==> src/hdl/tpd_map.svh <==
// Constants for the three-phase input decoder
`ifndef TPD_MAP_SVH
`define TPD_MAP_SVH
`define TPD_CLK_HZ 50000000
`define TPD_GAP_NS 200
`define TPD_GAP_CYC ((`TPD_GAP_NS * (`TPD_CLK_HZ / 1000000) + 999) / 1000)
`define TPD_COMP_CYC 2
`define TPD_SCHEME_6C 2'h0
`define TPD_SCHEME_6D 2'h1
`define TPD_SCHEME_3C 2'h2
`define TPD_SCHEME_3D 2'h3
`define TPD_STRAP_GND 2'h0
`define TPD_STRAP_R47 2'h1
`define TPD_STRAP_FLT 2'h2
`define TPD_STRAP_VDD 2'h3
`endif

==> src/hdl/tpd_pkg.sv <==
// Types for the three-phase input decoder
package tpd_pkg;
  typedef enum logic [1:0] {TPD_OFF, TPD_LOW, TPD_HIGH} tpd_drv_t;
  typedef enum logic [1:0] {TPD_GAP_IDLE, TPD_GAP_WAIT, TPD_GAP_ON} tpd_gap_st_t;
  typedef struct packed
  {
    logic hs;
    logic ls;
  } tpd_cmd_t;
  typedef struct packed
  {
    logic hs_on;
    logic ls_on;
  } tpd_gate_t;
endpackage : tpd_pkg

==> src/hdl/tpd_decoder.sv <==
// Three-phase PWM input decoder top level
//
// Notes on behaviour
// [RULE_01] Register field 00 or 01 selects six-input control.
// [RULE_02] Register field 10 or 11 selects three-input control.
// [RULE_03] Strap at ground or 47k selects compensated six-input; no direct schemes.
// [RULE_04] Strap floating or at supply selects compensated three-input control.
// [RULE_05] Direct schemes skip the compensation delay stage.
// [RULE_06] A gap is inserted before either transistor turns on, all schemes.
// [RULE_07] Six-input: 00/11 off, only low set drives low, only high drives high.
// [RULE_08] Three-input: low input 0 means off, else output follows high input.
// [RULE_09] Controller holds low inputs high if off state is never needed.
// [RULE_10] Strap sampled only at wake; controller sleeps before changing it.
// [RULE_11] Controller drives all command inputs low before changing the field.
// [RULE_12] Controller leaves scheme settings alone during the wake interval.
// [RULE_13] High side may stay on indefinitely, full duty cycle.
// [RULE_14] Any fault pulls the open-drain fault pin low; causes only via registers.
`timescale 1ns/1ps
`include "tpd_map.svh"
module tpd_decoder #(
  parameter int PHASES = 3,
  parameter int GAP_CYC = `TPD_GAP_CYC,
  parameter int COMP_CYC = `TPD_COMP_CYC,
  parameter bit STRAP_VARIANT = 1'b0
) (
  input wire logic i_clk,
  input wire logic i_rst,
  input wire logic i_ce,
  input wire logic [PHASES-1:0] i_high_side_cmd_input,
  input wire logic [PHASES-1:0] i_low_side_cmd_input,
  input wire logic i_low_power_request_n,
  input wire logic [1:0] i_scheme_strap,
  input wire logic [1:0] i_scheme_field,
  input wire logic i_fault_event,
  output logic [PHASES-1:0] o_phase_high_on,
  output logic [PHASES-1:0] o_phase_low_on,
  output logic [1:0] o_scheme,
  output logic o_fault_indicator_n_o,
  output logic o_fault_indicator_n_oe_n
);
  // Delay line holds eight taps
  if (PHASES < 1 || PHASES > 8 || COMP_CYC < 1 || COMP_CYC > 8)
  begin : g_bad_param
    $error("unsupported parameter");
  end
  ////////////////////////////////////////////////////////////////////////////
  // State
  typedef struct packed
  {
    logic [1:0][PHASES-1:0] hs_sync;
    logic [1:0][PHASES-1:0] ls_sync;
    logic [1:0] slp_sync;
    logic [1:0] flt_sync;
    logic [1:0][1:0] strap_sync;
    logic [1:0] field_q;
    logic awake;
    logic [1:0] scheme;
    logic [7:0][PHASES-1:0] hs_dly;
    logic [7:0][PHASES-1:0] ls_dly;
    logic fault_n;
  } tpd_state_t;
  tpd_state_t s_q;
  tpd_state_t s_d;
  tpd_pkg::tpd_cmd_t [PHASES-1:0] cmd;
  tpd_pkg::tpd_drv_t [PHASES-1:0] req;
  tpd_pkg::tpd_gate_t [PHASES-1:0] gate;
  logic direct;
  logic three_in;
  ////////////////////////////////////////////////////////////////////////////
  // Next state
  always_comb
  begin
    s_d = s_q;
    s_d.hs_sync = {s_q.hs_sync[0], i_high_side_cmd_input};
    s_d.ls_sync = {s_q.ls_sync[0], i_low_side_cmd_input};
    s_d.slp_sync = {s_q.slp_sync[0], i_low_power_request_n};
    s_d.flt_sync = {s_q.flt_sync[0], i_fault_event};
    s_d.strap_sync = {s_q.strap_sync[0], i_scheme_strap};
    s_d.field_q = i_scheme_field;
    s_d.awake = s_q.slp_sync[1];
    s_d.hs_dly = {s_q.hs_dly[6:0], s_q.hs_sync[1]};
    s_d.ls_dly = {s_q.ls_dly[6:0], s_q.ls_sync[1]};
    if (STRAP_VARIANT)
    begin
      // Latched only on wake from sleep
      if (s_q.slp_sync[1] && !s_q.awake) // [RULE_10]
      begin
        if (s_q.strap_sync[1] == `TPD_STRAP_GND || s_q.strap_sync[1] == `TPD_STRAP_R47)
        begin
          s_d.scheme = `TPD_SCHEME_6C; // [RULE_03]
        end
        else
        begin
          s_d.scheme = `TPD_SCHEME_3C; // [RULE_04]
        end
      end
    end
    else
    begin
      // Field bit 1 picks three-input, bit 0 picks direct
      s_d.scheme = s_q.field_q; // [RULE_01] [RULE_02]
    end
    // Open-drain fault pin pulls low on any fault
    s_d.fault_n = !s_q.flt_sync[1]; // [RULE_14]
  end
  always_ff @(posedge i_clk or posedge i_rst)
  begin
    if (i_rst)
    begin
      s_q <= '{default: '0, scheme: `TPD_SCHEME_6C, fault_n: 1'b1};
    end
    else if (i_ce)
    begin
      s_q <= s_d;
    end
  end
  ////////////////////////////////////////////////////////////////////////////
  // Decode per phase
  assign direct = s_q.scheme[0];
  assign three_in = s_q.scheme[1];
  genvar g;
  generate
    for (g = 0; g < PHASES; g++)
    begin : g_phase
      always_comb
      begin
        // Direct skips the compensation delay
        if (direct) // [RULE_05]
        begin
          cmd[g].hs = s_q.hs_sync[1][g];
          cmd[g].ls = s_q.ls_sync[1][g];
        end
        else
        begin
          cmd[g].hs = s_q.hs_dly[COMP_CYC-1][g];
          cmd[g].ls = s_q.ls_dly[COMP_CYC-1][g];
        end
        if (!s_q.awake)
        begin
          req[g] = tpd_pkg::TPD_OFF;
        end
        else if (three_in)
        begin
          if (!cmd[g].ls) // [RULE_08]
          begin
            req[g] = tpd_pkg::TPD_OFF;
          end
          else
          begin
            req[g] = cmd[g].hs ? tpd_pkg::TPD_HIGH : tpd_pkg::TPD_LOW; // [RULE_08]
          end
        end
        else if (cmd[g].hs == cmd[g].ls) // [RULE_07]
        begin
          req[g] = tpd_pkg::TPD_OFF;
        end
        else
        begin
          req[g] = cmd[g].hs ? tpd_pkg::TPD_HIGH : tpd_pkg::TPD_LOW; // [RULE_07]
        end
      end
      tpd_gap #(
        .GAP_CYC(GAP_CYC)
      ) u_gap (
        .i_clk(i_clk),
        .i_rst(i_rst),
        .i_ce(i_ce),
        .i_req(req[g]),
        .o_gate(gate[g])
      );
      assign o_phase_high_on[g] = gate[g].hs_on;
      assign o_phase_low_on[g] = gate[g].ls_on;
    end
  endgenerate
  assign o_scheme = s_q.scheme;
  assign o_fault_indicator_n_o = 1'b0;
  assign o_fault_indicator_n_oe_n = s_q.fault_n;
  ////////////////////////////////////////////////////////////////////////////
  // Checks
  a_strap_no_direct: assert property (@(posedge i_clk) disable iff (i_rst)
    STRAP_VARIANT |-> !o_scheme[0]) else $error("direct scheme in strap variant"); // [RULE_03]
  a_strap_held_awake: assert property (@(posedge i_clk) disable iff (i_rst)
    (STRAP_VARIANT && s_q.awake && $past(s_q.awake) && i_ce) |-> $stable(o_scheme))
    else $error("strap relatched while awake"); // [RULE_10]
  a_field_follows: assert property (@(posedge i_clk) disable iff (i_rst)
    (!STRAP_VARIANT && i_ce [*3]) |-> o_scheme == $past(i_scheme_field, 2))
    else $error("scheme not from field"); // [RULE_01]
  a_six_off_equal: assert property (@(posedge i_clk) disable iff (i_rst)
    (!three_in && s_q.awake && cmd[0].hs == cmd[0].ls && i_ce) |=> !o_phase_high_on[0] && !o_phase_low_on[0])
    else $error("six-input equal inputs drove output"); // [RULE_07]
  a_three_off_low: assert property (@(posedge i_clk) disable iff (i_rst)
    (three_in && s_q.awake && !cmd[0].ls && i_ce) |=> !o_phase_high_on[0] && !o_phase_low_on[0])
    else $error("three-input off not honoured"); // [RULE_08]
  a_three_mode: assert property (@(posedge i_clk) disable iff (i_rst)
    (o_scheme[1] && s_q.awake && cmd[0].ls && cmd[0].hs) |-> req[0] == tpd_pkg::TPD_HIGH)
    else $error("three-input scheme not decoded"); // [RULE_02]
  a_fault_pin: assert property (@(posedge i_clk) disable iff (i_rst)
    (i_ce [*4] ##0 $past(i_fault_event, 3)) |-> !o_fault_indicator_n_oe_n)
    else $error("fault pin not pulled"); // [RULE_14]
  a_high_hold: assert property (@(posedge i_clk) disable iff (i_rst)
    (o_phase_high_on[0] && req[0] == tpd_pkg::TPD_HIGH) |=> o_phase_high_on[0])
    else $error("high side dropped"); // [RULE_13]
  a_direct_path: assert property (@(posedge i_clk) disable iff (i_rst)
    (i_ce [*3] ##0 direct) |-> cmd[0].hs == $past(i_high_side_cmd_input[0], 2))
    else $error("direct not bypassed"); // [RULE_05]
  c_high_on: cover property (@(posedge i_clk) o_phase_high_on[0]);
  c_low_on: cover property (@(posedge i_clk) o_phase_low_on[0]);
  c_three_in: cover property (@(posedge i_clk) three_in && o_phase_high_on[0]);
  c_fault: cover property (@(posedge i_clk) !o_fault_indicator_n_oe_n);
endmodule : tpd_decoder

==> src/hdl/tpd_gap.sv <==
// Per-phase shoot-through gap insertion
`timescale 1ns/1ps
`include "tpd_map.svh"
module tpd_gap #(
  parameter int GAP_CYC = `TPD_GAP_CYC
) (
  input wire logic i_clk,
  input wire logic i_rst,
  input wire logic i_ce,
  input tpd_pkg::tpd_drv_t i_req,
  output tpd_pkg::tpd_gate_t o_gate
);
  // Counter is eight bits wide
  if (GAP_CYC < 1 || GAP_CYC > 255)
  begin : g_bad_gap
    $error("GAP_CYC out of range");
  end
  typedef struct packed
  {
    tpd_pkg::tpd_gap_st_t st;
    tpd_pkg::tpd_drv_t tgt;
    logic [7:0] cnt;
    tpd_pkg::tpd_gate_t gate;
  } tpd_gap_state_t;
  tpd_gap_state_t s_q;
  tpd_gap_state_t s_d;
  always_comb
  begin
    s_d = s_q;
    case (s_q.st)
      tpd_pkg::TPD_GAP_IDLE, tpd_pkg::TPD_GAP_ON:
      begin
        if (i_req != s_q.tgt)
        begin
          // Both transistors off before any turn-on
          s_d.gate = '0; // [RULE_06]
          s_d.tgt = i_req;
          s_d.cnt = 8'(GAP_CYC);
          s_d.st = (i_req == tpd_pkg::TPD_OFF) ? tpd_pkg::TPD_GAP_IDLE : tpd_pkg::TPD_GAP_WAIT;
        end
      end
      tpd_pkg::TPD_GAP_WAIT:
      begin
        if (i_req != s_q.tgt)
        begin
          s_d.tgt = i_req;
          s_d.cnt = 8'(GAP_CYC);
          s_d.st = (i_req == tpd_pkg::TPD_OFF) ? tpd_pkg::TPD_GAP_IDLE : tpd_pkg::TPD_GAP_WAIT;
        end
        else if (s_q.cnt > 8'h01)
        begin
          s_d.cnt = s_q.cnt - 8'h01;
        end
        else
        begin
          // Stays on indefinitely, no refresh
          s_d.gate.hs_on = (s_q.tgt == tpd_pkg::TPD_HIGH); // [RULE_13]
          s_d.gate.ls_on = (s_q.tgt == tpd_pkg::TPD_LOW); // [RULE_06]
          s_d.st = tpd_pkg::TPD_GAP_ON;
        end
      end
      default:
      begin
        s_d.st = tpd_pkg::TPD_GAP_IDLE;
      end
    endcase
  end
  always_ff @(posedge i_clk or posedge i_rst)
  begin
    if (i_rst)
    begin
      s_q <= '{st: tpd_pkg::TPD_GAP_IDLE, tgt: tpd_pkg::TPD_OFF, cnt: 8'h00, gate: '0};
    end
    else if (i_ce)
    begin
      s_q <= s_d;
    end
  end
  assign o_gate = s_q.gate;
  a_gap_never_both: assert property (@(posedge i_clk) disable iff (i_rst)
    !(o_gate.hs_on && o_gate.ls_on)) else $error("both transistors on"); // [RULE_06]
  a_gap_off_first: assert property (@(posedge i_clk) disable iff (i_rst)
    $rose(o_gate.hs_on) |-> $past(!o_gate.ls_on, 1)) else $error("high side on without gap"); // [RULE_06]
endmodule : tpd_gap

==> config.mk <==
export PLATFORM = sky130hd
export DESIGN_NAME = tpd_decoder
export DESIGN_NICKNAME = d
export VERILOG_FILES = /design/src/hdl/tpd_pkg.sv /design/src/hdl/tpd_decoder.sv /design/src/hdl/tpd_gap.sv
export VERILOG_INCLUDE_DIRS = /design/src /design/src/hdl
export SDC_FILE = /design/constraint.sdc
export NUM_CORES = 1
export LEC_CHECK = 0
export ABC_CLOCK_PERIOD_IN_PS = 4400
export BUFFER_PORTS_ARGS = -buffer_cell sky130_fd_sc_hd__buf_2
export CORE_MARGIN = 2
export CORE_UTILIZATION = 55
export DETAILED_ROUTE_END_ITERATION = 12
export PLACE_DENSITY = 0.83
export SYNTH_ARGS = -nofsm -noshare
export SYNTH_HDL_FRONTEND = slang
export SYNTH_SLANG_ARGS = --single-unit
==> constraint.sdc <==
create_clock -name i_clk -period 4.4 [get_ports i_clk]
set_input_delay 0.44 -clock i_clk [delete_from_list [all_inputs] [get_ports i_clk]]
set_output_delay 0.44 -clock i_clk [all_outputs]
set_load 0.1 [all_outputs]
==> results of run 1 <==
metrics by stage:
stage,power (mW),instances,cell area [µm²],setup WS (ns)
6_report,2.35,518,4480,1.53
5_1_grt,2.49,518,4480,1.22
4_1_cts,2.36,518,4480,1.54
3_5_place_dp,1.75,502,4250,1.60
3_3_place_gp,1.71,502,4250,1.65
2_1_floorplan,1.62,400,4140,2.02
Yosys cell counts, drive strengths merged (3+ instances only):
cell,count
a21o,4
and3b,3
o211ai,7
nor2,19
o31ai,7
o21ai,22
or2,4
nand2b,9
a31oi,11
clkbuf,5
buf,15
inv,18
nand2,41
dfrtp,75
o2bb2ai,4
nor3,13
a21oi,15
o22ai,6
mux2,34
nor3b,5
xnor2,4
ha,6
and3,3
a41oi,3
nor2b,9
nand3,6
mux2i,11
worst paths after layout:
path | startpoint | to | cells after the start
max | o_scheme[0] | g_phase[2].u_gap.o_gate[1] | 6
min | i_rst | g_phase[1].u_gap.s_q[4] | 2
max reg2reg | o_scheme[0] | g_phase[2].u_gap.o_gate[1] | 6
min reg2reg | s_q[59] | o_fault_indicator_n_oe_n | 1
max in group asynchronous | i_rst | g_phase[2].u_gap.s_q[11] | 3
min in group i_clk | i_high_side_cmd_input[1] | s_d[72] | 2
layout make-up:
cell class | count | area share, %
clock buffers | 12 | 3.46
repair buffers | 23 | 2.68
multi-input cells | 284 | 45.3
well taps | 99 | 2.76
inverters | 20 | 1.68
flip-flops and latches | 76 | 42.5
clock inverters | 4 | 1.62
report_power, final:
group          switching (mW)  internal, mW  total [mW]
Clock                   0.252         0.350       0.602
Combinational           0.467         0.297       0.764
Sequential              0.155         0.831       0.986
Total                   0.874          1.48        2.35
metal layers:
metal	track usage, %	wire (µm)	up-vias
met5	0	0	-
met1	26.4	3630	1474
met4	8.33	120	0
met2	32.5	3680	93
li1	-	-	1480
met3	3.84	318	13
cell families (layout without fill, tap and decap cells):
family,Yosys count,in the layout,share of synthesized area [%]
xor gates and xnor gates,5,5,1.06
muxes,45,45,12.5
and+or+nand+nor,126,126,15.8
DFF,76,76,46.0
buffers and inverters,40,59,4.90
other,1,1,0.0906
AOI/OAI and AO/OA,101,101,17.8
adders and majority gates,6,6,1.81
worst max-delay path, stage by stage (launching register included):
cell,delay [ns]
dfrtp_1,0.68
mux2i_2,0.57
o22ai_1,0.14
o31ai_1,0.65
or2_2,0.27
o31a_4,0.15
mux2_4,0.29
flip-flops by register name, summed over array words and instances, names as in the netlist:
signal / cells
g_phase.u_gap.s_q: 36
s_q: 2
g_phase.u_gap.o_gate: 6
s_d: 29
o_fault_indicator_n_oe_n: 1
o_scheme: 2
==> out/qor.txt, run 1 <==
Initial Util -> 57.0%
# IOs -> 25
CP Max Fanout -> 12
Max Fclk -> 349 MHz
Area grow syn2layout -> 8.32%
Multi-input gate area -> 2030 µm²
Clk_skew -> 0.00816 ns
Tmin final -> 2.87 ns
Vias in the first global route -> 2926
Status -> completed
First-iteration detailed-routing DRC count -> 255
Cts hold-fix bufs -> 0
Largest net degree at the start of global routing -> 42
Syn Area/Cell -> 10.3 µm²
Startpoint class of the critical path -> flip-flop
Antenna violations before repair -> 0
Most common flop cell mapped by yosys -> dfrtp_1
Data required, critical path -> 4.63 ns
Pwr dens -> 525 nW/µm²
GP Congestion -> 0.843
Drt drc -> 0
Final HPWL DP -> 5370 µm
Number of max-cap violations -> 0
Die Span X -> 90.7 µm
Port bufs -> 21
Routed Antenna Nets -> 0
Synth Register Bits -> 76
Commonest non-fill, non-tap cell in the layout -> dfrtp_1
CTS max path bufs -> 2
Synth area leaders -> dfrtp_1, mux2_2, nand2_1
Slew HR -> 45.8%
Sequential area share after synthesis -> 46.0%
Final core utilization -> 61.8%
Filler cells -> 603
Global-route wire length before repair -> 13400 µm
Most frequent cells in the layout -> dfrtp_1, nand2_1, mux2_2
Die footprint -> 8230 µm²
Final period util -> 65.2%
Nets -> 435
GR Overflow Total -> 0
Share of layout cells above drive strength 1 -> 21.5%
Synth async-reset ratio -> 100%
Final Hold Vio Count -> 0
Library cells used by synthesis -> 72
Syn Inst Count -> 400
Cts bufs inserted -> 9
CORE AREA -> 7250 µm²
R2R setup slack -> 1.53 ns
Pleak -> 1.94 nW
Post-CTS sizing -> 0
CTS H-Tree Depth -> 3
Routed vias -> 3060
Post-synth EDFFs -> 0
Diode count -> 0
Worst setup path class -> flip-flop to flip-flop
Rows -> 31
Drt first pass iters -> 5
Area share of the largest cell type after synthesis -> 45.4%
Max VDD drop -> 289 µV
Fin. max-slew vios -> 0
Total setup buffers inserted after CTS -> 0
Cell Area, Synth -> 4140 µm²
Num Clock Sinks -> 76
Reg clk slew, reported paths -> 0.08 ns
Worst-skew pair later-pin latency -> 0.34 ns
Total track usage -> 20.0%
Syn_nets -> 421
RSZ-0062 raised after global routing -> no
Hold Path Class -> primary input to asynchronous set/reset pin
Crit path capture type -> flip-flop
Vias per inst -> 5.91
Area leader, netlist -> dfrtp_1
Critical Path AT -> 3.09 ns
CTS tree -> built
Drt total wl -> 7750 µm
YS warnings -> 0
Worst slew pin tran -> 0.812 ns
WL per Instance -> 15.0 µm
# setup viols final -> 0
Hold slack -> 0.248 ns
Post-Route Setup TNS -> 0 ns
DIE HEIGHT -> 90.7 µm
Clock root cell -> clkbuf_8
FF/Latch Area -> 1900 µm²
Note: power is estimated with default switching activity, not from simulation.
==> run 2: changes to the inputs <==
Settings changed: ABC_AREA set to 1, ABC_CLOCK_PERIOD_IN_PS 4400 to 2700.
Clock period 4.4 ns to 2.7 ns, I/O delays scaled along.
==> out/qor.txt, run 2 <==
Status -> completed
Startpoint class of the critical path -> flip-flop
# setup viols final -> 0
Synth async-reset ratio -> 100%
Hold slack -> 0.106 ns
Syn Area/Cell -> 7.97 µm²
Reg clk slew, reported paths -> 0.08 ns
Routed vias -> 3414
Slew HR -> 53.7%
Most frequent cells in the layout -> nand2_1, dfrtp_1, inv_1
Post-Route Setup TNS -> 0 ns
Pwr dens -> 912 nW/µm²
FF/Latch Area -> 1900 µm²
Tmin final -> 1.98 ns
Post-DP Area -> 4330 µm²
Global-route wire length before repair -> 13900 µm
Clk_skew -> 0.00740 ns
Syn_nets -> 546
Die Span X -> 91.2 µm
Slowest stage delay, CP -> 0.58 ns
Area leader, netlist -> dfrtp_1
Antenna violations before repair -> 0
Post-route insts no fill -> 646
Initial Util -> 57.4%
Largest Register -> g_phase.u_gap.s_q
Met2 Use GR -> 34.7%
Vias per inst -> 5.28
Commonest cells post-synth -> nand2_1, dfrtp_1, inv_1
Cell Chain, Critical Path -> inv_4, nand2_1, nand2_1, nor2_2, nand3_2, nand2_1, nand2_1, nand2_2, inv_2, o21ai_4, nand2_4, nand2_1, nand2_1
CTS H-Tree Depth -> 3
Final period util -> 73.4%
Area share of the largest cell type after synthesis -> 44.9%
Multi-input gate area -> 1950 µm²
Final HPWL DP -> 5470 µm
YS warnings -> 0
Area grow syn2layout -> 8.55%
First-iteration detailed-routing DRC count -> 199
Filler cells -> 635
Pleak -> 2.31 nW
Routed Antenna Nets -> 0
RSZ-0062 raised after global routing -> no
Port bufs -> 21
Vias in the first global route -> 3195
CP max stage cell -> dfrtp_1
Placed insts -> 629
Grt met3 use -> 4.90%
GR Layer Usage met1 -> 25.5%
Most common flop cell mapped by yosys -> dfrtp_1
Synth Register Bits -> 76
Diode count -> 0
Syn Inst Count -> 525
CORE AREA -> 7290 µm²
Die footprint -> 8320 µm²
Hold Path Class -> primary input to flip-flop
Library cells used by synthesis -> 37
Data required, critical path -> 2.95 ns
Max reg flops -> 36
Worst-skew pair later-pin latency -> 0.36 ns
Fin area -> 4540 µm²
Largest net degree at the start of global routing -> 77
Commonest non-fill, non-tap cell in the layout -> nand2_1
GP Congestion -> 0.854
Post-synth EDFFs -> 0
# IOs -> 25
Cell Area, Synth -> 4180 µm²
CTS max path bufs -> 2
Drt first pass iters -> 4
Cts bufs inserted -> 9
Crit path capture type -> flip-flop
Post-CTS sizing -> 0
Critical Path AT -> 2.23 ns
DIE HEIGHT -> 91.2 µm
Worst slew pin tran -> 0.695 ns
Fin. max-slew vios -> 0
Top-count cell post-synth -> nand2_1
CTS tree -> built
Rows -> 31
Worst setup path class -> flip-flop to flip-flop
Drt total wl -> 7810 µm
Share of layout cells above drive strength 1 -> 15.5%
CP Max Fanout -> 10
Drt drc -> 0
Max Fclk -> 505 MHz
WL per Instance -> 12.1 µm
Sequential area share after synthesis -> 45.5%
Clock root cell -> clkbuf_8
Place WS -> 0.758 ns
Num Clock Sinks -> 76
Max VDD drop -> 670 µV
Synth area leaders -> dfrtp_1, nand2_1, nand3_1
GR Overflow Total -> 0
Nets -> 563
Number of max-cap violations -> 0
Grt peak-use layer -> met2
Total track usage -> 20.3%
Final Hold Vio Count -> 0
Top cell by count, worst path -> nand2_1
Fin worst setup slack -> 0.718 ns
[run 2: logic make-up after synthesis]
group / synth area share [%]
other cells: 0.0896
flops: 45.5
xor+xnor: 4.16
simple gates: 32.9
compound gates: 7.75
fa+ha+maj: 1.79
buf+inv: 7.80
[run 2: path summary, 6_finish.rpt]
kind / startpoint / end / slack [ns] / cells past startpoint
setup / recovery: o_scheme[0] / g_phase[0].u_gap.s_q[3] / 0.72 / 13
hold / removal: i_scheme_field[0] / s_d[49] / 0.11 / 3
setup reg to reg: o_scheme[0] / g_phase[0].u_gap.s_q[3] / 0.72 / 13
hold reg to reg: s_q[59] / o_fault_indicator_n_oe_n / 0.46 / 1
max in group asynchronous: i_rst / o_fault_indicator_n_oe_n / 1.82 / 4
min in group asynchronous: i_rst / g_phase[0].u_gap.s_q[8] / 0.50 / 4
[run 2: stage by stage]
stage                     utilization [%]  total power, mW
final                                62.3             4.14
after global routing                 62.3             4.45
after CTS                            62.3             4.16
after detailed placement             59.3             3.24
after global placement               59.3             3.17
after floorplan                         -             2.97
[run 2: area by class of cell]
cell class              count  share of cell area, %
clock buffers               9                   2.73
clock inverters             7                   1.79
flip-flops and latches     76                   41.9
well taps                  99                   2.73
inverters                  54                   4.52
repair buffers             25                   3.31
multi-input cells         376                   43.0
[run 2: where the power goes]
part | switching, mW | internal [mW] | total, mW
registers | 0.221 | 1.37 | 1.59
clock network | 0.460 | 0.441 | 0.902
logic | 1.09 | 0.554 | 1.65
total | 1.78 | 2.37 | 4.14
[run 2: what timing repair did]
item / in CTS / in global routing
hold endpoints to repair: 12 / 0
buffers inserted: 0 / 0
hold buffers: 1 / 0
[run 2: metal layers]
metal / vias up / wire, µm
met2: 95 / 3800
met1: 1603 / 3490
met4: 0 / 108
met3: 10 / 412
li1: 1706 / -
met5: - / 0
[run 2: worst max-delay path: cells and delay by family, from the launching register on]
kind                   cells  cell delay, ns
flip-flops                 1            0.58
AO/OA/AOI/OAI              1            0.11
AND/OR/NAND/NOR           10            1.01
buffers and inverters      2            0.17
